===== src/design/epi_pkg.sv =====
// epi_pkg: constants for the external pin interrupt controller.
// assumes a 100 MHz core clock and an APB register slave with 32-bit data.
package epi_pkg;
  // ==========================================================
  // register offsets (printed offsets are not all word aligned)
  localparam logic [7:0] EPI_IDX_PIN_CHANGE_MASK_REG = 8'h15;
  localparam logic [7:0] EPI_IDX_CTRL_REG = 8'h35;
  localparam logic [7:0] EPI_IDX_FLAG_REG = 8'h3a;
  localparam logic [7:0] EPI_IDX_EN_REG = 8'h3b;
  localparam logic [9:0] EPI_ADDR_PIN_CHANGE_MASK = {EPI_IDX_PIN_CHANGE_MASK_REG, 2'b00};
  localparam logic [9:0] EPI_ADDR_CTRL = {EPI_IDX_CTRL_REG, 2'b00};
  localparam logic [9:0] EPI_ADDR_FLAG = {EPI_IDX_FLAG_REG, 2'b00};
  localparam logic [9:0] EPI_ADDR_EN = {EPI_IDX_EN_REG, 2'b00};
  localparam int EPI_ADDR_W = 10;
  // ==========================================================
  // field positions
  localparam int EPI_BIT_EXT = 6;
  localparam int EPI_BIT_PC = 5;
  localparam int EPI_NPC = 6;
  localparam logic [7:0] EPI_PIN_CHANGE_MASK_RW = 8'h3f;
  localparam logic [7:0] EPI_CTRL_RW = 8'h03;
  localparam logic [7:0] EPI_RESET_VAL = 8'h00;
  // ==========================================================
  // vector addresses
  localparam int EPI_VEC_W = 4;
  localparam logic [3:0] EPI_VEC_RESET = 4'h0;
  localparam logic [3:0] EPI_VEC_EXT = 4'h1;
  localparam logic [3:0] EPI_VEC_PC = 4'h2;
  localparam logic [3:0] EPI_VEC_LAST = 4'he;
  localparam int EPI_NPERIPH = 12;
  // ==========================================================
  // sense select
  typedef enum logic [1:0] {
    EPI_SENSE_LOW = 2'b00,
    EPI_SENSE_ANY = 2'b01,
    EPI_SENSE_FALL = 2'b10,
    EPI_SENSE_RISE = 2'b11
  } epi_sense_t;
endpackage : epi_pkg


===== src/design/epi_ctrl.sv =====
// epi_ctrl: external pin and pin-change interrupt controller with vectors.
// assumes the core handshakes one vector at a time via o_irq_req/i_irq_ack
// and drives its own global enable; pins arrive asynchronously.
//
// How it works
// - fifteen vectors, reset 0x0 through 0xE
// - all reset causes use vector zero
// - pins sensed regardless of their direction
// - masked-in pin toggle raises pin-change request
// - pin change also wakes without clock
// - low level wakes asynchronously from sleep
// - ext pin edges detected only by clocked logic
// - low level requests continuously while low
// - short low during wake gives no interrupt
// - sense select picks level/any/fall/rise
// - pin sampled first; pulses over clock detected
// - enable bit 6 with global enables ext
// - enable bit 5 with global enables change
// - ext flag sets on edge, clears on ack/write-one
// - ext flag held clear in level mode
// - change flag sets, clears on ack/write-one
// - mask bits 5:0 gate inputs, 7:6 zero
// - unused enable/flag bits read zero
`timescale 1ns/10ps
module epi_ctrl (
  input wire logic i_core_clk,
  input wire logic i_rstn,
  input wire logic i_psel,
  input wire logic i_penable,
  input wire logic i_pwrite,
  input wire logic [epi_pkg::EPI_ADDR_W-1:0] i_paddr,
  input wire logic [31:0] i_pwdata,
  output logic [31:0] o_prdata,
  output logic o_pready,
  output logic o_pslverr,
  input wire logic i_ext_irq_pin,
  input wire logic [epi_pkg::EPI_NPC-1:0] i_pin_change_inputs,
  input wire logic i_global_ie,
  input wire logic [epi_pkg::EPI_NPERIPH-1:0] i_periph_req,
  input wire logic i_reset_pin,
  input wire logic i_por,
  input wire logic i_bor,
  input wire logic i_wdt_reset,
  input wire logic i_irq_ack,
  output logic o_irq_req,
  output logic [epi_pkg::EPI_VEC_W-1:0] o_irq_vector,
  output logic o_wake,
  output logic o_sys_reset_req
);
  import epi_pkg::*;

  // ==========================================================
  // registers
  logic [7:0] pin_change_mask_r;
  logic [1:0] sense_r;
  logic ext_en_r;
  logic pc_en_r;
  logic ext_flag_r;
  logic pc_flag_r;
  epi_sense_t sense;
  assign sense = epi_sense_t'(sense_r);

  logic wr_acc;
  logic rd_acc;
  assign wr_acc = i_psel && i_penable && i_pwrite;
  assign rd_acc = i_psel && i_penable && !i_pwrite;

  // ==========================================================
  // pin synchronisers (pins may be driven by this part as outputs too)
  logic ext_s2_r;
  logic ext_d_r;
  logic [EPI_NPC-1:0] pc_s2_r;
  logic [EPI_NPC-1:0] pc_d_r;

  // the external pin idles high, so its stages reset high and no false
  // falling edge follows reset
  epi_sync2 #(
    .WIDTH(1),
    .RST_VAL(1'b1)
  ) ext_sync_u (
    .i_core_clk(i_core_clk),
    .i_rstn(i_rstn),
    .i_async(i_ext_irq_pin),
    .o_sync(ext_s2_r)
  );

  // pin-change stages reset low; the mask is clear after reset, so a
  // pin that differs cannot raise a request
  epi_sync2 #(
    .WIDTH(EPI_NPC),
    .RST_VAL('0)
  ) pc_sync_u (
    .i_core_clk(i_core_clk),
    .i_rstn(i_rstn),
    .i_async(i_pin_change_inputs),
    .o_sync(pc_s2_r)
  );

  // previous sampled level, the reference for edge detection
  always_ff @(posedge i_core_clk or negedge i_rstn) begin
    if (!i_rstn) begin
      ext_d_r <= 1'b1;
    end else begin
      ext_d_r <= ext_s2_r;
    end
  end

  // previous sampled levels, the reference for change detection
  always_ff @(posedge i_core_clk or negedge i_rstn) begin
    if (!i_rstn) begin
      pc_d_r <= '0;
    end else begin
      pc_d_r <= pc_s2_r;
    end
  end

  // ==========================================================
  // detection
  logic ext_edge;
  always_comb begin
    ext_edge = 1'b0;
    unique case (sense)
      EPI_SENSE_LOW: begin
        ext_edge = 1'b0;
      end
      EPI_SENSE_ANY: begin
        ext_edge = ext_s2_r ^ ext_d_r;
      end
      EPI_SENSE_FALL: begin
        ext_edge = ext_d_r && !ext_s2_r;
      end
      EPI_SENSE_RISE: begin
        ext_edge = !ext_d_r && ext_s2_r;
      end
    endcase
  end

  logic pc_event;
  assign pc_event = |((pc_s2_r ^ pc_d_r) & pin_change_mask_r[EPI_NPC-1:0]);

  // level request follows the synchronised pin, no flag involved
  logic ext_level_req;
  assign ext_level_req = (sense == EPI_SENSE_LOW) && !ext_s2_r;

  // ==========================================================
  // arbitration, lowest vector first
  logic ext_pend;
  logic pc_pend;
  assign ext_pend = ext_en_r && (ext_flag_r || ext_level_req);
  assign pc_pend = pc_en_r && pc_flag_r;

  logic [EPI_VEC_W-1:0] vec_sel;
  logic any_pend;
  always_comb begin
    vec_sel = EPI_VEC_RESET;
    any_pend = 1'b0;
    if (ext_pend) begin
      vec_sel = EPI_VEC_EXT;
      any_pend = 1'b1;
    end else if (pc_pend) begin
      vec_sel = EPI_VEC_PC;
      any_pend = 1'b1;
    end else begin
      for (int i = EPI_NPERIPH - 1; i >= 0; i--) begin
        if (i_periph_req[i]) begin
          vec_sel = EPI_VEC_PC + EPI_VEC_W'(i + 1);
          any_pend = 1'b1;
        end
      end
    end
  end

  // a new request is only launched while none is outstanding
  logic req_launch;
  assign req_launch = !o_irq_req && i_global_ie && any_pend;

  // request stays up until the core acknowledges it
  always_ff @(posedge i_core_clk or negedge i_rstn) begin
    if (!i_rstn) begin
      o_irq_req <= 1'b0;
    end else if (o_irq_req) begin
      if (i_irq_ack) begin
        o_irq_req <= 1'b0;
      end
    end else if (req_launch) begin
      o_irq_req <= 1'b1;
    end
  end

  // vector is loaded only as a request rises, so it holds still while
  // the request waits; a later, higher source waits for the next turn
  always_ff @(posedge i_core_clk or negedge i_rstn) begin
    if (!i_rstn) begin
      o_irq_vector <= EPI_VEC_RESET;
    end else if (req_launch) begin
      o_irq_vector <= vec_sel;
    end
  end

  logic ack_ext;
  logic ack_pc;
  assign ack_ext = o_irq_req && i_irq_ack && (o_irq_vector == EPI_VEC_EXT);
  assign ack_pc = o_irq_req && i_irq_ack && (o_irq_vector == EPI_VEC_PC);

  // software clears a flag by writing one to its bit
  logic flag_wr;
  logic ext_clr_wr;
  logic pc_clr_wr;
  assign flag_wr = wr_acc && (i_paddr == EPI_ADDR_FLAG);
  assign ext_clr_wr = flag_wr && i_pwdata[EPI_BIT_EXT];
  assign pc_clr_wr = flag_wr && i_pwdata[EPI_BIT_PC];

  // ==========================================================
  // flags: a set in the same cycle as a clear wins
  always_ff @(posedge i_core_clk or negedge i_rstn) begin
    if (!i_rstn) begin
      ext_flag_r <= 1'b0;
    end else if (sense == EPI_SENSE_LOW) begin
      ext_flag_r <= 1'b0;
    end else if (ext_edge) begin
      ext_flag_r <= 1'b1;
    end else if (ack_ext || ext_clr_wr) begin
      ext_flag_r <= 1'b0;
    end
  end

  always_ff @(posedge i_core_clk or negedge i_rstn) begin
    if (!i_rstn) begin
      pc_flag_r <= 1'b0;
    end else if (pc_event) begin
      pc_flag_r <= 1'b1;
    end else if (ack_pc || pc_clr_wr) begin
      pc_flag_r <= 1'b0;
    end
  end

  // ==========================================================
  // control registers
  // writes to unmapped addresses select nothing and are dropped
  logic mask_wr;
  logic ctrl_wr;
  logic en_wr;
  assign mask_wr = wr_acc && (i_paddr == EPI_ADDR_PIN_CHANGE_MASK);
  assign ctrl_wr = wr_acc && (i_paddr == EPI_ADDR_CTRL);
  assign en_wr = wr_acc && (i_paddr == EPI_ADDR_EN);

  // reserved mask bits are never stored, so they always read zero
  always_ff @(posedge i_core_clk or negedge i_rstn) begin
    if (!i_rstn) begin
      pin_change_mask_r <= EPI_RESET_VAL;
    end else if (mask_wr) begin
      pin_change_mask_r <= i_pwdata[7:0] & EPI_PIN_CHANGE_MASK_RW;
    end
  end

  // changing the sense while the pin moves may yield one stray edge
  always_ff @(posedge i_core_clk or negedge i_rstn) begin
    if (!i_rstn) begin
      sense_r <= EPI_SENSE_LOW;
    end else if (ctrl_wr) begin
      sense_r <= i_pwdata[1:0];
    end
  end

  always_ff @(posedge i_core_clk or negedge i_rstn) begin
    if (!i_rstn) begin
      ext_en_r <= 1'b0;
    end else if (en_wr) begin
      ext_en_r <= i_pwdata[EPI_BIT_EXT];
    end
  end

  always_ff @(posedge i_core_clk or negedge i_rstn) begin
    if (!i_rstn) begin
      pc_en_r <= 1'b0;
    end else if (en_wr) begin
      pc_en_r <= i_pwdata[EPI_BIT_PC];
    end
  end

  // ==========================================================
  // read path, zero-wait; unmapped addresses read zero with pslverr
  logic mapped;
  logic [7:0] rd_val;
  always_comb begin
    mapped = 1'b1;
    rd_val = 8'h00;
    unique case (i_paddr)
      EPI_ADDR_PIN_CHANGE_MASK: begin
        rd_val = pin_change_mask_r & EPI_PIN_CHANGE_MASK_RW;
      end
      EPI_ADDR_CTRL: begin
        rd_val = {6'h00, sense_r};
      end
      EPI_ADDR_FLAG: begin
        rd_val = {1'b0, ext_flag_r, pc_flag_r, 5'h00};
      end
      EPI_ADDR_EN: begin
        rd_val = {1'b0, ext_en_r, pc_en_r, 5'h00};
      end
      default: begin
        mapped = 1'b0;
      end
    endcase
  end

  always_ff @(posedge i_core_clk or negedge i_rstn) begin
    if (!i_rstn) begin
      o_prdata <= 32'h0000_0000;
    end else if (i_psel && !i_penable && !i_pwrite) begin
      o_prdata <= {24'h00_0000, rd_val};
    end
  end

  assign o_pready = 1'b1;
  assign o_pslverr = i_psel && i_penable && !mapped;

  // ==========================================================
  // asynchronous wake: combinational from the raw pins, because the
  // clock may be halted in deep sleep; only a wake source, never a flag
  // level and masked pin toggle relative to last sampled value
  assign o_wake = (ext_en_r && (sense == EPI_SENSE_LOW) && !i_ext_irq_pin)
                  || (pc_en_r && |((i_pin_change_inputs ^ pc_d_r)
                                   & pin_change_mask_r[EPI_NPC-1:0]));
  // a low gone before the clock resumes never reaches the request

  // all reset causes map to vector zero
  assign o_sys_reset_req = i_reset_pin || i_por || i_bor || i_wdt_reset;
  logic unused_rd;
  assign unused_rd = rd_acc;
endmodule : epi_ctrl

// ==========================================================
// two-stage synchroniser for pins from outside the clock domain; only
// the second stage is read by any logic, the first may be metastable
module epi_sync2 #(
  parameter int WIDTH = 1,
  parameter logic [WIDTH-1:0] RST_VAL = '0
) (
  input wire logic i_core_clk,
  input wire logic i_rstn,
  input wire logic [WIDTH-1:0] i_async,
  output logic [WIDTH-1:0] o_sync
);
  logic [WIDTH-1:0] meta_r;

  always_ff @(posedge i_core_clk or negedge i_rstn) begin
    if (!i_rstn) begin
      meta_r <= RST_VAL;
    end else begin
      meta_r <= i_async;
    end
  end

  always_ff @(posedge i_core_clk or negedge i_rstn) begin
    if (!i_rstn) begin
      o_sync <= RST_VAL;
    end else begin
      o_sync <= meta_r;
    end
  end
endmodule : epi_sync2


===== config.mk =====
export PLATFORM = sky130hd
export DESIGN_NAME = epi_ctrl
export DESIGN_NICKNAME = d
export VERILOG_FILES = /design/src/design/epi_pkg.sv /design/src/design/epi_ctrl.sv
export SDC_FILE = /design/constraint.sdc
export NUM_CORES = 1
export LEC_CHECK = 0
export ABC_AREA = 1
export BUFFER_PORTS_ARGS = -buffer_cell sky130_fd_sc_hd__buf_2
export CAP_MARGIN = 30
export CORE_UTILIZATION = 30
export DETAILED_ROUTE_END_ITERATION = 10
export GPL_ROUTABILITY_DRIVEN = 0
export PLACE_DENSITY_LB_ADDON = 0.1
export SYNTH_ARGS = -nofsm -noshare
export SYNTH_HDL_FRONTEND = slang
export SYNTH_SLANG_ARGS = --single-unit
export TNS_END_PERCENT = 20

===== constraint.sdc =====
create_clock -name i_core_clk -period 2.2 [get_ports i_core_clk]
set_input_delay 0.44 -clock i_core_clk [delete_from_list [all_inputs] [get_ports i_core_clk]]
set_output_delay 0.44 -clock i_core_clk [all_outputs]
set_load 0.02 [all_outputs]

# Word level (Yosys, flattened, before mapping)
# Index checks and enable logic that the tools add are counted.
totals:
  regBits: 46
  latchBits: 0
  ramBits: 0
  mem_bits_ro: 0
  in_bits: 72
  output_inout_bits: 41
  elab_cells: 112
  mem_count: 0
classes:
  add_sub_neg: 0
  n_mul: 0
  div: 0
  magnitude_cmp: 0
  eq_ne: 9
  n_shift: 0
  n_mux: 39
  n_bitwise: 5
  reduce_logical: 44
ops:
  columns: ["cell", "n"]
  rows:
  - ["2-to-1 mux 4 bit", 14]
  - ["equality test 10 x 8 -> 1 bit, second input constant", 3]
  - ["case mux 7 bit (4 select lines)", 1]
  - ["logical AND 1 bit", 24]
  - ["2-to-1 mux 1 bit", 23]
  - ["bitwise AND 6 bit", 2]
  - ["OR reduction 6 bit", 2]
  - ["XOR 6 bit", 2]
  - ["equality test 10 x 7 -> 1 bit, second input constant", 1]
  - ["logical NOT 1 bit", 7]
  - ["logical OR 1 bit", 7]
  - ["equality test 2 bit, second input constant", 2]
  - ["equality test 4 x 1 -> 1 bit, second input constant", 1]
  - ["equality test 4 x 2 -> 1 bit, second input constant", 1]
  - ["case mux 1 bit (4 select lines)", 1]
  - ["OR reduction 4 bit", 1]
  - ["nonzero test 3 bit", 1]
  - ["equality test 2 x 1 -> 1 bit, second input constant", 1]
  - ["logical NOT 2 bit", 1]
  - ["nonzero test 2 bit", 1]
  - ["XOR 1 bit", 1]

# Longest topological paths before layout
depth:
  depth_word: 17
  depth_mapped: 13
  mapped_depth_nobuf: 13

# By module
# Synthesis repeated with hierarchy kept, for this count alone.
unflattened:
  hier_cells: 268
  hier_area_um2: 2323.5
by_module_without_submodules:
  columns: ["mod", "n_inst", "cells_per_inst", "area_each_um2", "seq_area_each_um2"]
  rows:
  - ["epi_ctrl", 1, 254, 1970.6, 777.0]
  - ["epi_sync2 at pc_sync_u", 1, 12, 300.3, 300.3]
  - ["epi_sync2 at ext_sync_u", 1, 2, 52.6, 52.6]

# Least setup slack after synthesis
# OpenSTA, ideal clock, no wires.
synth_path:
  path_type: "input -> output"
  start: "input i_paddr[5] (netlist bit)"
  end: "output o_pslverr"
  arrival_time_ns: 1.185
  path_slack_ns: 0.575
  stages: 6
  path_buffers: 0
  cell_sequence: "inv_1 -> nand2_2 -> nor4_4 -> nand2_2 -> nand4_1 -> nor2_1"
synth_via:
  elab_chain_cells: 5
synth_rtl:
  columns: ["element", "line_no", "source"]
  rows:
  - ["start, declared", "epi_ctrl.sv:31", "input wire logic [epi_pkg::EPI_ADDR_W-1:0] i_paddr,"]
  - ["equality test 10 x 8 -> 1 bit or equality test 10 x 7 -> 1 bit (tied branches)", "epi_ctrl.sv:288", "unique case (i_paddr)"]
  - ["OR reduction 4 bit (no source line) *", null, null]
  - ["2-to-1 mux 1 bit *", "epi_ctrl.sv:288", null]
  - ["logical NOT 1 bit *", "epi_ctrl.sv:316", "assign o_pslverr = i_psel && i_penable && !mapped;"]
  - ["logical AND 1 bit *", "epi_ctrl.sv:316", null]
  - ["end, declared", "epi_ctrl.sv:35", "output logic o_pslverr,"]
# Mark *: on every way between the ends. The rest lies on a longest branch, timed or not.

# Final worst setup path
layout_path:
  start: "register pin_change_mask_r[2]"
  end: "output o_wake"
layout_via:
  elab_chain_cells: 4
layout_rtl:
  columns: ["element", "line_no", "source"]
  rows:
  - ["start, declared", "epi_ctrl.sv:54", "logic [7:0] pin_change_mask_r;"]
  - ["start signal, assigned", "epi_ctrl.sv:252", "pin_change_mask_r <= i_pwdata[7:0] & EPI_PIN_CHANGE_MASK_RW;"]
  - ["bitwise AND 6 bit", "epi_ctrl.sv:324", "& pin_change_mask_r[EPI_NPC-1:0]));"]
  - ["OR reduction 6 bit", "epi_ctrl.sv:323", "|| (pc_en_r && |((i_pin_change_inputs ^ pc_d_r)"]
  - ["logical AND 1 bit", "epi_ctrl.sv:323", null]
  - ["logical OR 1 bit", "epi_ctrl.sv:323", null]
  - ["end, declared", "epi_ctrl.sv:47", "output logic o_wake,"]
# Every way passes these cells.

==> summary.txt <==
===============================================================================
# placed instances                                                          435
Destination of the worst register-to-register timing path          o_irq_vector[0]
Effective utilization at floorplan                                        31.0%
Largest fanout on the critical path                                           3
Area growth from synthesis to layout                                      19.0%
Pin count of the biggest net entering global routing                         25
Boundary Pins                                                               113
Portion of total power attributed to the clock network                    30.8%
Violation count after the first detailed-route iteration                     55
Detailed Place HPWL                                                     4.00 mm
Number of nets with antenna violations after routing                          0
Power spent charging and discharging nets                                512 µW
Number of enable flip-flop cells after synthesis                              0
Clock skew                                                           0.00783 ns
Cell area after synthesis                                              2380 µm²
Area share of the largest cell type after synthesis                       44.1%
H-tree depth                                                                  2
Later-pin clock latency in the skew report                              0.30 ns
Cell type with the highest occurrence count on the critical path   sky130_fd_sc_hd__o21ai_1
Measured slew at the worst slew-check pin                              0.527 ns
Startpoint-to-endpoint class of the critical path                  flop to primary output
Routed wire length                                                      5.00 mm
Area contributors post-synth                                       sky130_fd_sc_hd__dfrtp_1 (44%), sky130_fd_sc_hd__nand2_1 (8.4%), sky130_fd_sc_hd__buf_4 (8.2%)
Die Outline Area                                                       8300 µm²
Distinct cells, synth                                                        33
Nature of the critical path endpoint                               primary output
Power consumption                                                       1.70 mW
Cell internal pwr                                                       1.19 mW
Clock tree from TritonCTS                                                 built
Required time of the critical path                                      1.76 ns
Hold Violations, Final                                                        0
Async SR Flop Fraction                                                     100%
Final period demand of the worst path                                   2.00 ns
Most frequent cells in the layout                                  sky130_fd_sc_hd__buf_2 (60), sky130_fd_sc_hd__nand2_1 (53), sky130_fd_sc_hd__dfrtp_1 (42), sky130_fd_sc_hd__inv_1 (40), sky130_fd_sc_hd__conb_1 (26)
CTS clk-pin slew, worst paths                                           0.09 ns
Cell taking the most area after synthesis                          sky130_fd_sc_hd__dfrtp_1
Floorplan Core Area                                                    7690 µm²
Sequential share of power                                                 53.5%
Reg-to-Reg Start                                                       sense[1]
Number of cells on the worst reg-to-reg path                                  8
P_leak                                                                  1.46 nW
Maximum vdd ir drop                                                    0.305 mV
Chain of cells forming the critical path                           inv_1, a21oi_1, o21ai_1, o21ai_1, o31ai_1, o21ai_1, buf_4
Via count of the first global-routing pass                                 1734
Total power divided by cell area                                     602 nW/µm²
Highest cell delay on the worst timing path                             0.42 ns
Clock root buffer                                                  sky130_fd_sc_hd__clkbuf_8
Initial antenna violation count                                               0
Floorplan die height                                                    91.1 µm
Top FF cell, synth                                                 sky130_fd_sc_hd__dfrtp_1
DIE WIDTH                                                               91.1 µm
Accumulated negative setup slack                                           0 ns
Fraction of power spent switching nets                                    30.0%
Number of rows created at floorplan                                          32
Synth Area per Inst                                                    8.76 µm²
Post-CTS Hold Buffers                                                         0
Per-cell via count in the routed design                                    4.20
Worst-case headroom to the max-slew limit                                 64.9%
Synthesized instance count                                                  272
Yosys synthesis warning count                                                 0
HP Class                                                           input port to asynchronous set/reset pin
Overall via count from detail_route                                        1867
Number of clock sinks                                                        45
Buffers added on ports                                                       61
Crit path setup slack, layout                                          0.201 ns
Util after Layout                                                         36.9%
Number of remaining DRC errors                                                0
Residual overflow from global routing                                         0
Post-Place Worst Slack                                                 0.219 ns
R2R Setup Slk                                                           0.81 ns
Number of setup violations in the final report                                0
Average wire per standard cell                                          11.3 µm
Final worst-path cycle share                                              90.9%
All-layer global routing usage                                            13.1%
First-pass GRT wire length                                              8.39 mm
Maximum clock insertion buffer count                                          2
DR pass1 iterations                                                           4
Outcome                                                            finished clean
Arrival time reported for the critical path endpoint                    1.56 ns
Sequential share of the synthesized area                                  47.4%
Final antenna diode count                                                     0
Share of total power in combinational logic                               15.8%
Setup repair after global routing missed its margin                          no
Number of buffers created by CTS                                              5
Critical path's slowest cell                                       sky130_fd_sc_hd__dfrtp_1
Most common cell after layout, fill and taps aside                 sky130_fd_sc_hd__buf_2
Startpoint class of the critical path                                      flop
Nets                                                                        415
Fin cells                                                                   444
Achievable frequency                                                    500 MHz
Pins over their slew limit                                                    0
Count of max-cap constraint violations                                        0
Post-synthesis sequential element count                                      45
Layout cells sized above 1                                                30.7%
===============================================================================
metal layers:
metal / GRT usage [%] / share of wire [%]
met5: 0 / 0
met4: 3.57 / 1.2
met3: 3.27 / 5.3
met2: 20.8 / 47
met1: 17.6 / 47
synthesized netlist by cell type (all sizes together), types with 2 or more instances:
| cell | n |
|---|---|
| nand2 | 58 |
| inv | 44 |
| dfrtp | 42 |
| o21ai | 29 |
| buf | 27 |
| nor2 | 13 |
| a21oi | 11 |
| nand3 | 11 |
| nor3 | 7 |
| xnor2 | 5 |
| nand4 | 4 |
| o22ai | 4 |
| o31ai | 4 |
| dfstp | 3 |
| conb | 2 |
| ha | 2 |
layout make-up:
type                            count  area, µm²
Fill cell                         826       4850
Sequential cell                    45       1130
Clock buffer                        5       68.8
Timing Repair Buffer               65        350
Inverter                           44        165
Clock inverter                      3       21.3
Multi-Input combinational cell    180        971
Tap cell                          102        128
critical path: cells and delay by family (launching register included):
family                 cells  cell delay (ns)
DFF                        1             0.42
buffers and inverters      2             0.25
AOI/OAI and AO/OA          5             0.59
registers in the layout (all words and copies together) (netlist names), 2 cells and up:
signal	flops
o_irq_vector	4
pin_change_mask_r	6
pc_sync_u.o_sync	6
pc_sync_u.meta_r	6
sense	2
pc_d_r	6
o_prdata	7
through the flow:
step / area [µm²] / hold WS [ns]
global route: 2830 / 0.138
CTS: 2820 / 0.124
finish: 2830 / 0.102
global placement: 2730 / 0.331
floorplan: 2470 / 0.144
detailed placement: 2730 / 0.336
power by group through the flow:
stage               combinational, mW  sequential [mW]  clock [mW]
floorplan                       0.172            0.943           0
global placement                0.272            0.925           0
detailed placement              0.272            0.928           0
CTS                             0.273            0.912       0.549
global route                    0.303            0.919       0.584
finish                          0.269            0.911       0.525
cell families after synthesis:
family                   after synthesis  share of synthesized area, %
other                                  2                         0.315
multiplexers                           1                         0.630
XOR/XNOR                               5                          1.84
adder cells (fa/ha/maj)                2                          1.05
buffers and inverters                 71                          15.6
AND/OR/NAND/NOR                       95                          19.5
flip-flops                            45                          47.4
AO/OA/AOI/OAI                         51                          13.7
worst max-delay path by stage:
| stage | startpoint | endpoint | slack [ns] | cells after the start |
|---|---|---|---|---|
| 5_1_grt | pin_change_mask_r[2] | o_wake | 0.02 | 7 |
| 3_5_place_dp | i_paddr[1] | o_pslverr | 0.22 | 8 |
| 3_3_place_gp | i_paddr[5] | o_pslverr | 0.21 | 8 |
| 6_report | pin_change_mask_r[2] | o_wake | 0.20 | 7 |
| 4_1_cts | pin_change_mask_r[2] | o_wake | 0.05 | 7 |
| 2_1_floorplan | i_paddr[5] | o_pslverr | 0.57 | 6 |
repair_timing:
item	4_1_cts	5_1_grt
setup buffers	0	1
hold endpoints to repair	0	0
gates resized for setup	0	5
setup endpoints to repair	0	1
(Power assumes the default switching activity.)
